--- src/rtl/rsel_defs.svh ---
// Offsets, fields, reset values and timing counts of the instance selector
`ifndef RSEL_DEFS_SVH
`define RSEL_DEFS_SVH

// Register byte offsets
`define RSEL_A_IDR 8'h00
`define RSEL_A_VER 8'h04
`define RSEL_A_INST_ID 8'h08
`define RSEL_A_CTRL 8'h0c
`define RSEL_A_PART_SEL 8'h10
`define RSEL_A_CFG_LIM 8'h14
`define RSEL_A_MON_SEL 8'h18
`define RSEL_A_MON_CNT 8'h1c
`define RSEL_A_ERR 8'h20
`define RSEL_A_INT_STAT 8'h24
`define RSEL_A_INT_MASK 8'h28

// Geometry
`define RSEL_NPART 4
`define RSEL_PART_W 2
`define RSEL_NINST 2
`define RSEL_RIS_W 4
`define RSEL_MAX_INSTANCE_VALUE 4'h2
`define RSEL_LIM_W 8

// Selection register fields (partition and monitor selection share them)
`define RSEL_SEL_NS 16
`define RSEL_SEL_RIS_LSB 24

// Feature id fields
`define RSEL_IDR_PARTMAX 16'h0003
`define RSEL_IDR_HAS_MON 1'b1
`define RSEL_IDR_INSTANCE_SELECT_PRESENT 1'b1
`define RSEL_IDR_SP4 1'b0

// Version, major in [7:4], minor in [3:0]
`define RSEL_VER 32'h0000_0010

// Per-instance capability words: bit0 partition, bit1 monitor, [15:8] width
`define RSEL_INST0_ID 32'h0000_0803
`define RSEL_INST1_ID 32'h0000_0801

// Error codes
`define RSEL_ERR_NONE 4'h0
`define RSEL_ERR_NO_CTRL 4'h9
`define RSEL_ERR_RANGE 4'ha

// Reset values
`define RSEL_LIM_RST 8'hff
`define RSEL_THR_RST 1'b1

// Budget window
`define RSEL_CLK_NS 10
`define RSEL_WIN_NS 1000
`define RSEL_WIN_CYC (`RSEL_WIN_NS / `RSEL_CLK_NS)

`endif

--- src/rtl/rsel_pkg.sv ---
// Types of the instance selector
`include "rsel_defs.svh"

package rsel_pkg;

    // Incoming labelled request
    typedef struct packed {
        logic valid;
        logic ns;
        logic [1:0] inst;
        logic [`RSEL_PART_W-1:0] part;
    } rsel_req_t;

    typedef enum logic [0:0] {ST_IDLE, ST_ACT} rsel_st_e;

    typedef logic [1:0][`RSEL_NINST-1:0][`RSEL_NPART-1:0][`RSEL_LIM_W-1:0] rsel_tbl_t;

    // Whole state of the block
    typedef struct packed {
        rsel_st_e st;
        logic wr;
        logic [7:0] addr;
        logic rdy;
        logic resp;
        logic [31:0] rdata;
        logic [`RSEL_PART_W-1:0] selPart;
        logic selNs;
        logic [`RSEL_RIS_W-1:0] selRis;
        logic [`RSEL_PART_W-1:0] monPart;
        logic monNs;
        logic [`RSEL_RIS_W-1:0] monRis;
        logic throttleEn;
        logic [3:0] errCode;
        logic [`RSEL_RIS_W-1:0] errRis;
        logic [1:0] intStat;
        logic [1:0] intMask;
        logic irq;
        logic grant;
        logic deny;
        logic [7:0] winCnt;
        logic [31:0] monCnt;
        rsel_tbl_t lim;
        rsel_tbl_t used;
    } rsel_state_t;

endpackage

--- src/rtl/rsel_top.sv ---
// Resource instance selector with partition budgets and one monitor
`timescale 1ns/1ps
`include "rsel_defs.svh"

module rsel_top (
    input logic clk,
    input logic resetn,
    input logic hsel,
    input logic [31:0] haddr,
    input logic [1:0] htrans,
    input logic hwrite,
    input logic [2:0] hsize,
    input logic [31:0] hwdata,
    input logic hready,
    output logic hreadyout,
    output logic hresp,
    output logic [31:0] hrdata,
    input rsel_pkg::rsel_req_t req,
    output logic reqGrant,
    output logic reqDeny,
    output logic irq
);
    import rsel_pkg::*;

    // ----------------------------------------
    // Reset release
    // ----------------------------------------
    logic [1:0] rstSync_q;
    logic rstn;

    // Two-stage release of the async reset
    always_ff @(posedge clk or negedge resetn)
    begin
        if (!resetn)
            rstSync_q <= 2'h0;
        else
            rstSync_q <= {rstSync_q[0], 1'b1};
    end
    assign rstn = rstSync_q[1];

    // ----------------------------------------
    // State
    // ----------------------------------------
    rsel_state_t s_q, s_d;
    logic [31:0] rd;
    logic evErr;
    logic [3:0] evCode;
    logic selBad, selOk, monBad, cnt;
    logic [`RSEL_LIM_W-1:0] cur;
    logic [7:0] winLast;
    logic accept;

    assign winLast = 8'(`RSEL_WIN_CYC - 1);
    assign accept = hsel && htrans[1] && hready;

    // Next-state logic
    always_comb
    begin
        s_d = s_q;
        s_d.grant = 1'b0;
        s_d.deny = 1'b0;
        rd = 32'h0;
        evErr = 1'b0;
        evCode = `RSEL_ERR_NONE;
        cur = '0;
        cnt = 1'b0;
        selBad = s_q.selRis > `RSEL_MAX_INSTANCE_VALUE;
        selOk = s_q.selRis < 4'(`RSEL_NINST);
        monBad = s_q.monRis > `RSEL_MAX_INSTANCE_VALUE;

        // Budget window restarts all usage
        if (s_q.winCnt == winLast)
        begin
            s_d.winCnt = 8'h0;
            s_d.used = '0;
        end
        else
            s_d.winCnt = s_q.winCnt + 8'h1;

        // Request admission against the selected limit
        if (req.valid)
        begin
            if (req.inst >= 2'(`RSEL_NINST))
                s_d.deny = 1'b1;
            else
            begin
                cur = s_d.used[req.ns][req.inst[0]][req.part];
                if (!s_q.throttleEn || cur < s_q.lim[req.ns][req.inst[0]][req.part])
                begin
                    s_d.grant = 1'b1;
                    s_d.used[req.ns][req.inst[0]][req.part] = cur + 8'h1;
                end
                else
                    s_d.deny = 1'b1;
            end
        end

        // Monitor of instance 0 counts granted matching traffic
        cnt = s_d.grant && req.inst == 2'h0 && req.part == s_q.monPart
            && req.ns == s_q.monNs;

        // Bus handshake: one wait state per transfer
        if (s_q.st == ST_IDLE)
        begin
            if (accept)
            begin
                s_d.st = ST_ACT;
                s_d.addr = haddr[7:0];
                s_d.wr = hwrite;
                s_d.rdy = 1'b0;
            end
        end
        else
        begin
            s_d.st = ST_IDLE;
            s_d.rdy = 1'b1;
            unique case (s_q.addr)
                `RSEL_A_IDR:
                    rd = {4'h0, `RSEL_MAX_INSTANCE_VALUE, 5'h0, `RSEL_IDR_SP4, `RSEL_IDR_INSTANCE_SELECT_PRESENT,
                        `RSEL_IDR_HAS_MON, `RSEL_IDR_PARTMAX};
                `RSEL_A_VER:
                    rd = `RSEL_VER;
                `RSEL_A_INST_ID:
                begin
                    if (selBad)
                    begin
                        evErr = 1'b1;
                        evCode = `RSEL_ERR_RANGE;
                    end
                    else if (s_q.selRis == 4'h0)
                        rd = `RSEL_INST0_ID;
                    else if (s_q.selRis == 4'h1)
                        rd = `RSEL_INST1_ID;
                end
                `RSEL_A_CTRL:
                begin
                    if (s_q.selRis != 4'h0)
                    begin
                        evErr = 1'b1;
                        evCode = selBad ? `RSEL_ERR_RANGE : `RSEL_ERR_NO_CTRL;
                    end
                    else if (s_q.wr)
                        s_d.throttleEn = hwdata[0];
                    else
                        rd = {31'h0, s_q.throttleEn};
                end
                `RSEL_A_PART_SEL:
                begin
                    if (s_q.wr)
                    begin
                        s_d.selPart = hwdata[`RSEL_PART_W-1:0];
                        s_d.selNs = hwdata[`RSEL_SEL_NS];
                        s_d.selRis = hwdata[`RSEL_SEL_RIS_LSB +: `RSEL_RIS_W];
                    end
                    else
                        rd = {4'h0, s_q.selRis, 7'h0, s_q.selNs, 14'h0, s_q.selPart};
                end
                `RSEL_A_CFG_LIM:
                begin
                    if (selBad)
                    begin
                        evErr = 1'b1;
                        evCode = `RSEL_ERR_RANGE;
                    end
                    else if (!selOk)
                    begin
                        evErr = 1'b1;
                        evCode = `RSEL_ERR_NO_CTRL;
                    end
                    else if (s_q.wr)
                        s_d.lim[s_q.selNs][s_q.selRis[0]][s_q.selPart] =
                            hwdata[`RSEL_LIM_W-1:0];
                    else
                        rd = {24'h0, s_q.lim[s_q.selNs][s_q.selRis[0]][s_q.selPart]};
                end
                `RSEL_A_MON_SEL:
                begin
                    if (s_q.wr)
                    begin
                        s_d.monPart = hwdata[`RSEL_PART_W-1:0];
                        s_d.monNs = hwdata[`RSEL_SEL_NS];
                        s_d.monRis = hwdata[`RSEL_SEL_RIS_LSB +: `RSEL_RIS_W];
                    end
                    else
                        rd = {4'h0, s_q.monRis, 7'h0, s_q.monNs, 14'h0, s_q.monPart};
                end
                `RSEL_A_MON_CNT:
                begin
                    if (monBad || s_q.monRis != 4'h0)
                    begin
                        evErr = 1'b1;
                        evCode = monBad ? `RSEL_ERR_RANGE : `RSEL_ERR_NO_CTRL;
                    end
                    else if (s_q.wr)
                    begin
                        s_d.monCnt = hwdata;
                        cnt = 1'b0;
                    end
                    else
                        rd = s_q.monCnt;
                end
                `RSEL_A_ERR:
                begin
                    if (s_q.wr)
                        s_d.errCode = `RSEL_ERR_NONE;
                    else
                        rd = {20'h0, s_q.errRis, 4'h0, s_q.errCode};
                end
                `RSEL_A_INT_STAT:
                begin
                    if (!s_q.wr)
                    begin
                        rd = {30'h0, s_q.intStat};
                        s_d.intStat = 2'h0;
                    end
                end
                `RSEL_A_INT_MASK:
                begin
                    if (s_q.wr)
                        s_d.intMask = hwdata[1:0];
                    else
                        rd = {30'h0, s_q.intMask};
                end
                default:
                    rd = 32'h0;
            endcase
            if (!s_q.wr)
                s_d.rdata = rd;
        end

        // Monitor count
        if (cnt)
            s_d.monCnt = s_d.monCnt + 32'h1;

        // Error capture, newest wins
        if (evErr)
        begin
            s_d.errCode = evCode;
            s_d.errRis = (s_q.addr == `RSEL_A_MON_CNT) ? s_q.monRis : s_q.selRis;
        end

        // Sticky status: a new event beats the read clear
        s_d.intStat = s_d.intStat | {s_d.deny, evErr};
        s_d.irq = |(s_d.intStat & s_d.intMask);
    end

    // State register
    always_ff @(posedge clk or negedge rstn)
    begin
        if (!rstn)
        begin
            s_q <= '0;
            s_q.st <= ST_IDLE;
            s_q.rdy <= 1'b1;
            s_q.throttleEn <= `RSEL_THR_RST;
            s_q.lim <= {(2 * `RSEL_NINST * `RSEL_NPART){`RSEL_LIM_RST}};
        end
        else
            s_q <= s_d;
    end

    // Outputs
    assign hreadyout = s_q.rdy;
    assign hresp = s_q.resp;
    assign hrdata = s_q.rdata;
    assign reqGrant = s_q.grant;
    assign reqDeny = s_q.deny;
    assign irq = s_q.irq;

    logic act;
    assign act = s_q.st == ST_ACT;
endmodule

--- config.mk ---
export PLATFORM = sky130hd
export DESIGN_NAME = rsel_top
export DESIGN_NICKNAME = d
export VERILOG_FILES = /design/src/rtl/rsel_pkg.sv /design/src/rtl/rsel_top.sv
export VERILOG_INCLUDE_DIRS = /design/src /design/src/rtl
export SDC_FILE = /design/constraint.sdc
export NUM_CORES = 1
export LEC_CHECK = 0
export BUFFER_PORTS_ARGS = -buffer_cell sky130_fd_sc_hd__buf_2
export CORE_ASPECT_RATIO = 1.75
export CORE_MARGIN = 4
export CORE_UTILIZATION = 60
export CTS_CLUSTER_DIAMETER = 30
export DETAILED_ROUTE_END_ITERATION = 16
export PLACE_DENSITY = 0.78
export REMOVE_ABC_BUFFERS = 1
export SYNTH_ARGS = -nofsm -noshare
export SYNTH_HDL_FRONTEND = slang
export SYNTH_SLANG_ARGS = --single-unit
--- constraint.sdc ---
create_clock -name clk -period 18.9 [get_ports clk]
set_input_delay 0.945 -clock clk [delete_from_list [all_inputs] [get_ports clk]]
set_output_delay 0.945 -clock clk [all_outputs]
set_load 0.02 [all_outputs]
==> impl_summary.md, run 1 <==
STA
Setup repair after global routing left no endpoint under its margin. The maximum clock frequency is 144 MHz. Hold is met by 0.167 ns. The post-layout worst setup margin is 11.95 ns. The worst pin sits at a relative slew slack of 13.8%. The final-report hold violation count came to 0. The setup TNS is 0 ns. The final worst-path cycle share is 36.8%. The number of slew-limit violations in the final report is 0.

The transition time at the pin with the least slew margin is 1.29 ns. The count of endpoints failing setup in the final report is 0. The worst clock skew is 0.0221 ns. The worst path in the final design needs a cycle of 6.95 ns, including I/O delays and setup.

Synth
The number of synthesized flops with an enable pin is 0. The average instance in the mapped netlist occupies 11.7 um^2. The number of cells produced by synthesis is 1716. The synthesized netlist occupies a cell area of 0.0201 mm^2.

The synthesized design contains 370 register bits. The proportion of synthesized chip area in sequential cells is 46.9%. The Yosys step of the flow raised 0 warnings.

For this run, asynchronously set or reset flops after synthesis account for 100%. Counting distinct cell types in the post-synthesis netlist gives 88. The leading register cell type out of synthesis is sky130_fd_sc_hd__dfrtp_1.

CTS
The CTS tree is done. In this run the number of H-tree levels came out at 2. The number of clock sinks seen by CTS is 370.

Gates resized during post-CTS repair numbered 0. At the later pin of the worst-skew pair, clock insertion delay measures 0.57 ns. The longest clock path from root to sink contains 3 buffers. The number of hold buffers added after CTS was 0. After clock tree synthesis, the clock-pin slew on the worst setup and hold paths is 0.06 ns. The count of buffers added by post-CTS timing repair for setup is 0. The cell chosen for the clock root is sky130_fd_sc_hd__clkbuf_16. The number of buffers created by CTS is 51.

Power and ir drop
The overall power after layout is 2.12 mW. The register share of total power is 42.6%. The worst voltage drop across the vdd grid is 0.0000926 V.

The analysis attributes to cell leakage a power of 10.1 nW. Power spread over the standard cell area amounts to 95.7 mW/mm^2. The switching part of the total is 27.2%. In this run, the clock network consumes 45.5% of the power.

The internal power of the cells is 1.55 mW. The combinational share of power is 11.8%. The switching power summed over all nets is 0.578 mW.

Finish
0 antenna diodes ended up in the layout. The fraction of final layout cells sized beyond drive strength 1 is 32.5%. In the final design database the tool counted 1828 nets. The area growth from synthesis to layout is 10.5%.

Cells fill 67.2% of the core in the end.

Global route
The number of antenna violations at the first check in global routing was 0. The first global-routing pass estimated 86400 um of wire. Entering global routing, the biggest net connects 184 pins. The via count of the first global-routing pass is 15.4k. After global routing the overflow that remains totals 0. Across every metal layer, demand over resource in global routing totals 29.9%.

Floorplan
The core box area is 0.0330 mm^2. The I/O pin count is 117. Row generation in the floorplan step produced 88 rows.

For this configuration, the core starts out at a cell density of 60.8%. The die covers 0.0366 mm^2. The overall die height is 250 um. In this run the horizontal extent of the chip is 146 um.

Run status
The flow ran to the end, and the final reports show no timing, DRC or antenna violations.

Setup path
The endpoint class of the critical path is a register. The worst register-to-register path begins at s_q[288]$_DFF_PN0_. The startpoint class of the critical path is an input pin.

The startpoint of the worst setup timing path is req[4]. STA puts the critical path data required time at 19.35 ns. The arrival time of data at the critical path endpoint is 7.40 ns. In this run the worst path has a maximum fanout of 44. The classification of the worst setup path is input pin to register.

Hold path
The classification of the worst-slack hold path is input pin to async pin.

Drt
The final layout contains routed wiring with a total length of 55000 um. The vias per cell is 6.68. In this run the remaining antenna-violating nets after routing total 0. The first-pass detailed-route iteration total is 7.

The number of violations reported at the end of detailed-routing iteration 0 is 1081. The via total after detailed routing is 14.6k. The DRC violation count after routing is 0. The final routed wire length divided by cell count is 25.2 um.

Job
The count of maximum capacitance violations is 0.

Placement
The global placement routability congestion is 0.935. OpenSTA, run right after detailed placement, puts the worst setup slack at 11.68 ns. In this run the tool buffered the top-level ports with 87 buffer cells. The post-DP HPWL is 36200 um.
synth_stat cells, drive strengths merged (11+ instances only):
cell type / number / area, um^2
dfrtp: 240 / 6010
a211oi: 16 / 133
inv: 22 / 82.6
xnor2: 20 / 175
dfstp: 130 / 3420
and3: 12 / 75.1
nand4: 26 / 169
o22ai: 25 / 156
mux2i: 185 / 1850
xor2: 18 / 158
a22o: 21 / 184
nor3: 14 / 90.1
mux2: 158 / 1780
nand3: 62 / 340
clkbuf: 67 / 253
a22oi: 11 / 82.6
nand2: 222 / 856
o21ai: 57 / 285
a21oi: 35 / 175
nor2: 62 / 238
buf: 75 / 526
a2111oi: 12 / 171
mux4: 68 / 1570
layer usage:
metal  vias up  routed length, um  track usage (%)
met5         -                  0                0
met4         0               4120             20.4
met2       611              28200             51.9
met1      7369              19700             33.5
li1       6382                  -                -
met3       236               2960             4.78
through the flow:
| stage | area, um^2 | instances |
|---|---|---|
| after CTS | 22200 | 2185 |
| after global routing | 22200 | 2185 |
| after detailed placement | 20500 | 2090 |
| after floorplan | 19300 | 1574 |
| after global placement | 20500 | 2090 |
| final | 22200 | 2185 |
worst paths after layout:
kind	end	slack (ns)	cells past startpoint
setup / recovery	s_q[40]$_DFF_PN0_	11.95	14
hold / removal	rstSync_q[0]$_DFF_PN0_	0.17	1
max in group asynchronous	s_q[271]$_DFF_PN0_	17.01	1
min in group clk	rstSync_q[1]$_DFF_PN0_	0.35	0
hold reg to reg	rstSync_q[1]$_DFF_PN0_	0.35	0
setup reg to reg	s_q[40]$_DFF_PN0_	13.43	13
kinds of logic (layout without fill, tap and decap cells):
logic type | Yosys count | in the layout | synth area share [%]
muxes | 411 | 411 | 25.9
other | 2 | 2 | 0.0374
AOI/OAI and AO/OA | 241 | 241 | 8.60
buffers and inverters | 164 | 228 | 4.29
xor gates and xnor gates | 38 | 38 | 1.66
DFF | 370 | 370 | 46.9
adders and majority gates | 10 | 10 | 0.623
and+or+nand+nor | 480 | 480 | 12.0
power groups by stage:
| stage | sequential, mW | clock [mW] | combinational (mW) |
|---|---|---|---|
| 3_5_place_dp | 0.916 | 0 | 0.247 |
| 6_report | 0.906 | 0.967 | 0.252 |
| 3_3_place_gp | 0.911 | 0 | 0.239 |
| 4_1_cts | 0.904 | 0.978 | 0.250 |
| 5_1_grt | 0.912 | 1.01 | 0.273 |
| 2_1_floorplan | 0.913 | 0 | 0.154 |
worst max-delay path: stages:
cell,delay (ns)
sky130_fd_sc_hd__buf_4,0.25
sky130_fd_sc_hd__buf_4,0.59
sky130_fd_sc_hd__buf_4,0.76
sky130_fd_sc_hd__mux4_2,0.62
sky130_fd_sc_hd__a211o_1,0.31
sky130_fd_sc_hd__a31oi_1,0.42
sky130_fd_sc_hd__ha_1,0.34
sky130_fd_sc_hd__a211oi_1,0.23
sky130_fd_sc_hd__o21bai_1,0.15
sky130_fd_sc_hd__a221o_1,0.68
sky130_fd_sc_hd__inv_1,0.22
sky130_fd_sc_hd__o2111a_1,0.55
sky130_fd_sc_hd__nand4bb_1,0.78
sky130_fd_sc_hd__mux2i_1,0.46
area by class of cell:
cell class                      instances  area (um^2)
Clock buffer                           66         1450
Multi-Input combinational cell       1182         9810
Tap cell                              405          507
Timing Repair Buffer                  111          631
Clock inverter                         29          298
Inverter                               22         82.6
Sequential cell                       370         9430
Fill cell                            2378        10800
layout by cell type (no fill, tap or decap), types with 6 or more instances in the layout:
master	n
sky130_fd_sc_hd__o22ai_1	25
sky130_fd_sc_hd__nand3_1	59
sky130_fd_sc_hd__mux4_2	57
sky130_fd_sc_hd__a31oi_1	9
sky130_fd_sc_hd__dfstp_2	130
sky130_fd_sc_hd__mux4_1	11
sky130_fd_sc_hd__nand4_1	25
sky130_fd_sc_hd__nor2_1	60
sky130_fd_sc_hd__and3_1	12
sky130_fd_sc_hd__a22oi_1	11
sky130_fd_sc_hd__clkbuf_16	54
sky130_fd_sc_hd__inv_1	20
sky130_fd_sc_hd__nand2_1	219
sky130_fd_sc_hd__nor4_1	9
sky130_fd_sc_hd__clkinvlp_4	7
sky130_fd_sc_hd__o211ai_1	7
sky130_fd_sc_hd__a22o_1	21
sky130_fd_sc_hd__mux2i_1	185
sky130_fd_sc_hd__nand3b_1	8
sky130_fd_sc_hd__xor2_1	18
sky130_fd_sc_hd__o21ai_0	55
sky130_fd_sc_hd__and4_1	6
sky130_fd_sc_hd__clkbuf_1	7
sky130_fd_sc_hd__clkinv_2	7
sky130_fd_sc_hd__a21oi_1	35
sky130_fd_sc_hd__and2_1	8
sky130_fd_sc_hd__mux2_2	158
sky130_fd_sc_hd__dfrtp_1	238
sky130_fd_sc_hd__nor3_1	10
sky130_fd_sc_hd__buf_4	24
sky130_fd_sc_hd__xnor2_1	20
sky130_fd_sc_hd__a211oi_1	15
sky130_fd_sc_hd__ha_1	10
sky130_fd_sc_hd__nand2b_1	8
sky130_fd_sc_hd__nor2b_1	8
sky130_fd_sc_hd__buf_2	86
No activity file was read; power rests on OpenSTA's default activity.
==> run 2: changes to the inputs <==
--- a/config.mk
+++ b/config.mk
@@ -9,10 +9,10 @@
 export BUFFER_PORTS_ARGS = -buffer_cell sky130_fd_sc_hd__buf_2
 export CORE_ASPECT_RATIO = 1.75
 export CORE_MARGIN = 4
-export CORE_UTILIZATION = 60
+export CORE_UTILIZATION = 56
 export CTS_CLUSTER_DIAMETER = 30
 export DETAILED_ROUTE_END_ITERATION = 16
-export PLACE_DENSITY = 0.78
+export PLACE_DENSITY = 0.76
 export REMOVE_ABC_BUFFERS = 1
 export SYNTH_ARGS = -nofsm -noshare
 export SYNTH_HDL_FRONTEND = slang
==> constraint.sdc (replaced) <==
create_clock -name clk -period 5.84 [get_ports clk]
set_input_delay 0.292 -clock clk [delete_from_list [all_inputs] [get_ports clk]]
set_output_delay 0.292 -clock clk [all_outputs]
set_load 0.02 [all_outputs]
==> run 2 against run 1 <==
Against the previous run: highest routed layer unchanged; routed wire length rose by 0.15%; largest power group unchanged; sequential share of layout area fell by 1.2 points; critical path depth rose by 1.
==> impl_summary.md, run 2 (synthesis results as in run 1) <==
Drt
The number of violations reported at the end of detailed-routing iteration 0 came to 1139 (was 1081). The final routed wirelength across all metal layers is 55100 um (was 55000 um). The final routed wire length divided by cell count is 24.1 um (was 25.2 um). The via total after detailed routing came to 14.9k (was 14.6k).

The first-pass detailed-route iteration total is 7 (unchanged). The vias per cell was 6.50 (was 6.68). The DRC violation count after routing was 0 (unchanged). The count of nets left with antenna violations after detail routing came to 0 (unchanged).

STA
The final-report hold violation count is 0 (unchanged). Unrepaired setup endpoints after global routing: no (unchanged). After layout, the minimum clock period comes to 4.87 ns. The number of slew-limit violations in the final report came to 0 (unchanged). The worst slew slack as a fraction of its limit is 16.2% (was 13.8%). The transition time at the pin with the least slew margin was 1.25 ns (was 1.29 ns). The count of endpoints failing setup in the final report is 0 (unchanged).

The setup TNS is 0 ns (unchanged). The worst clock skew is 0.0331 ns (was 0.0221 ns). The final worst-path cycle share is 83.3%.

The maximum clock frequency is 206 MHz.

Setup path
The arrival time of data at the critical path endpoint is 5.25 ns (was 7.40 ns). The category of cells accounting for the largest share of critical-path delay is compound AO/OA/AOI/OAI gates (unchanged). The classification of the worst setup path is register to register (was input pin to register). The number of buffers and inverters on the critical path is 2 (was 4). The endpoint class of the critical path is a register (unchanged).

The maximum fanout along the worst path is 58 (was 44). The worst stage delay on the critical path is 0.73 ns (was 0.78 ns). Chain of cells forming the critical path: ha_1 -> or3b_1 -> or2_4 -> o21ai_0 -> o21ai_1 -> ha_1 -> a211oi_1 -> o21bai_1 -> o211ai_1 -> buf_4 -> a31oi_2 -> a2111oi_4 -> nand2_1 -> buf_4 -> mux2i_1 (was buf_4 -> buf_4 -> buf_4 -> mux4_2 -> a211o_1 -> a31oi_1 -> ha_1 -> a211oi_1 -> o21bai_1 -> a221o_1 -> inv_1 -> o2111a_1 -> nand4bb_1 -> mux2i_1). The slowest library cell on the worst path was sky130_fd_sc_hd__a2111oi_4 (was sky130_fd_sc_hd__nand4bb_1). The required time at the worst-slack endpoint is 6.23 ns (was 19.35 ns). The startpoint class of the critical path is a register (was input pin).

CTS
The maximum count of clock buffers along a single path is 3 (unchanged). The maximum level of the CTS H-tree is 2 (unchanged). The number of clock sinks seen by CTS was 370 (unchanged). The clock latency on the worst-skew pair is 0.59 ns (was 0.57 ns). The cell chosen for the clock root is sky130_fd_sc_hd__clkbuf_16 (unchanged). The number of buffers created by CTS is 52 (was 51).

The CTS tree is done (unchanged). The clock transition at the registers of the reported paths is 0.06 ns (about the same).

Power and ir drop
The static leakage is 10.3 nW (was 10.1 nW). The power density over the cells came to 314 mW/mm^2 (was 95.7 mW/mm^2). The worst voltage drop across the vdd grid was 0.000224 V (was 0.0000926 V).

Finish
The total of fill cells in the finished design came to 2652 (was 2378). The most frequent standard cell in the layout excluding fill and tap cells is sky130_fd_sc_hd__dfrtp_1 (unchanged). The fraction of final layout cells sized beyond drive strength 1 is 33.3% (was 32.5%). The layout-stage area growth over the synthesis result came to 13.7% (was 10.5%). The final cell count without fillers is 2288 (was 2185). The number of nets in the final layout is 1870 (was 1828). The diode insertion count for antenna repair is 0 (unchanged).

Highest-count cells in the layout ignoring fill and taps: sky130_fd_sc_hd__dfrtp_1 (238), sky130_fd_sc_hd__nand2_1 (219), sky130_fd_sc_hd__mux2i_1 (185) (unchanged).

Placement
The port buffer count is 87 (unchanged). The post-DP HPWL was 37400 um (was 36200 um). The global placement routability congestion is 0.920 (was 0.935). The number of placed instances with taps included is 2169 (was 2090).

Hold path
The classification of the worst-slack hold path is input pin to async pin (unchanged).

Run status
Status: finished clean (unchanged).

Floorplan
The area enclosed by the die boundary is 0.0391 mm^2 (was 0.0366 mm^2). The chip width is 151 um (was 146 um). The overall die height is 259 um (was 250 um). The number of placement rows is 91 (was 88). The core box area is 0.0353 mm^2 (was 0.0330 mm^2). The starting utilization of the core area was 56.9% (was 60.8%). The I/O pin count is 117 (unchanged).

Global route
The total global routing overflow is 0 (unchanged). The overall fraction of global-route tracks in use is 28.5% (was 29.9%). The first-pass GRT wire length came to 86200 um (was 86400 um). The via count of the first global-routing pass was 15.7k (was 15.4k). The number of antenna violations at the first check in global routing is 0 (unchanged). The pin count of the biggest net entering global routing is 184 (unchanged).

Job
The count of maximum capacitance violations is 0 (unchanged).
==> run 2: cell types whose count changed in the layout (fill, tap and decap cells not counted), sizes merged <==
cell	before	now
buf	111	130
bufinv	3	9
clkbuf	66	58
clkinv	11	12
clkinvlp	7	5
dlygate4sd3	0	22
inv	30	35
==> run 2: per-stage QoR <==
stage	setup WS, ns	area (um^2)	total power, mW	util [%]	hold slack, ns
2_1_floorplan	-5.01	19300	3.45	-	-0.00359
5_1_grt	0.649	22800	7.42	64.7	0.0539
4_1_cts	1.03	22800	7.20	64.7	0.0256
3_5_place_dp	0.813	20700	3.78	58.7	0.0790
6_report	0.975	22800	7.17	64.7	0.0322
3_3_place_gp	0.923	20700	3.73	58.7	0.0765
==> run 2: path summary, 6_finish.rpt <==
path | startpoint | end | slack [ns] | depth (start not counted)
setup / recovery | s_q[288]$_DFF_PN0_ | s_q[74]$_DFF_PN0_ | 0.97 | 15
hold / removal | resetn | rstSync_q[1]$_DFF_PN0_ | 0.03 | 2
setup reg to reg | s_q[288]$_DFF_PN0_ | s_q[74]$_DFF_PN0_ | 0.97 | 15
hold reg to reg | rstSync_q[0]$_DFF_PN0_ | rstSync_q[1]$_DFF_PN0_ | 0.35 | 0
max in group asynchronous | rstSync_q[1]$_DFF_PN0_ | s_q[73]$_DFF_PN0_ | 4.00 | 1
min in group clk | hwdata[31] | s_q[287]$_DFF_PN0_ | 0.06 | 3
==> run 2: final cells by class <==
class | instances | area [um^2] | area share [%]
Clock buffer | 58 | 1370 | 6.02
Sequential cell | 370 | 9430 | 41.3
Tap cell | 465 | 582 | 2.55
Timing Repair Buffer | 152 | 1020 | 4.46
Clock inverter | 39 | 528 | 2.31
Multi-Input combinational cell | 1182 | 9820 | 43.0
Inverter | 22 | 82.6 | 0.362
==> run 2: layer usage <==
metal	global-route usage [%]	up-vias	part of all wire, %
li1	-	6466	-
met1	31.6	7594	35
met2	51.1	613	54
met3	3.67	201	5.1
met4	17.4	0	6.6
met5	0	-	0
==> run 2: repair_timing <==
item                       CTS  global route
gates resized for setup      0             0
hold buffers                22             0
hold endpoints to repair    24             0
buffers inserted             0             0
setup endpoints to repair    0             0
==> run 2: power by group <==
part	switching, mW	internal [mW]
logic	0.495	0.337
registers	0.158	2.78
clock network	1.27	2.13
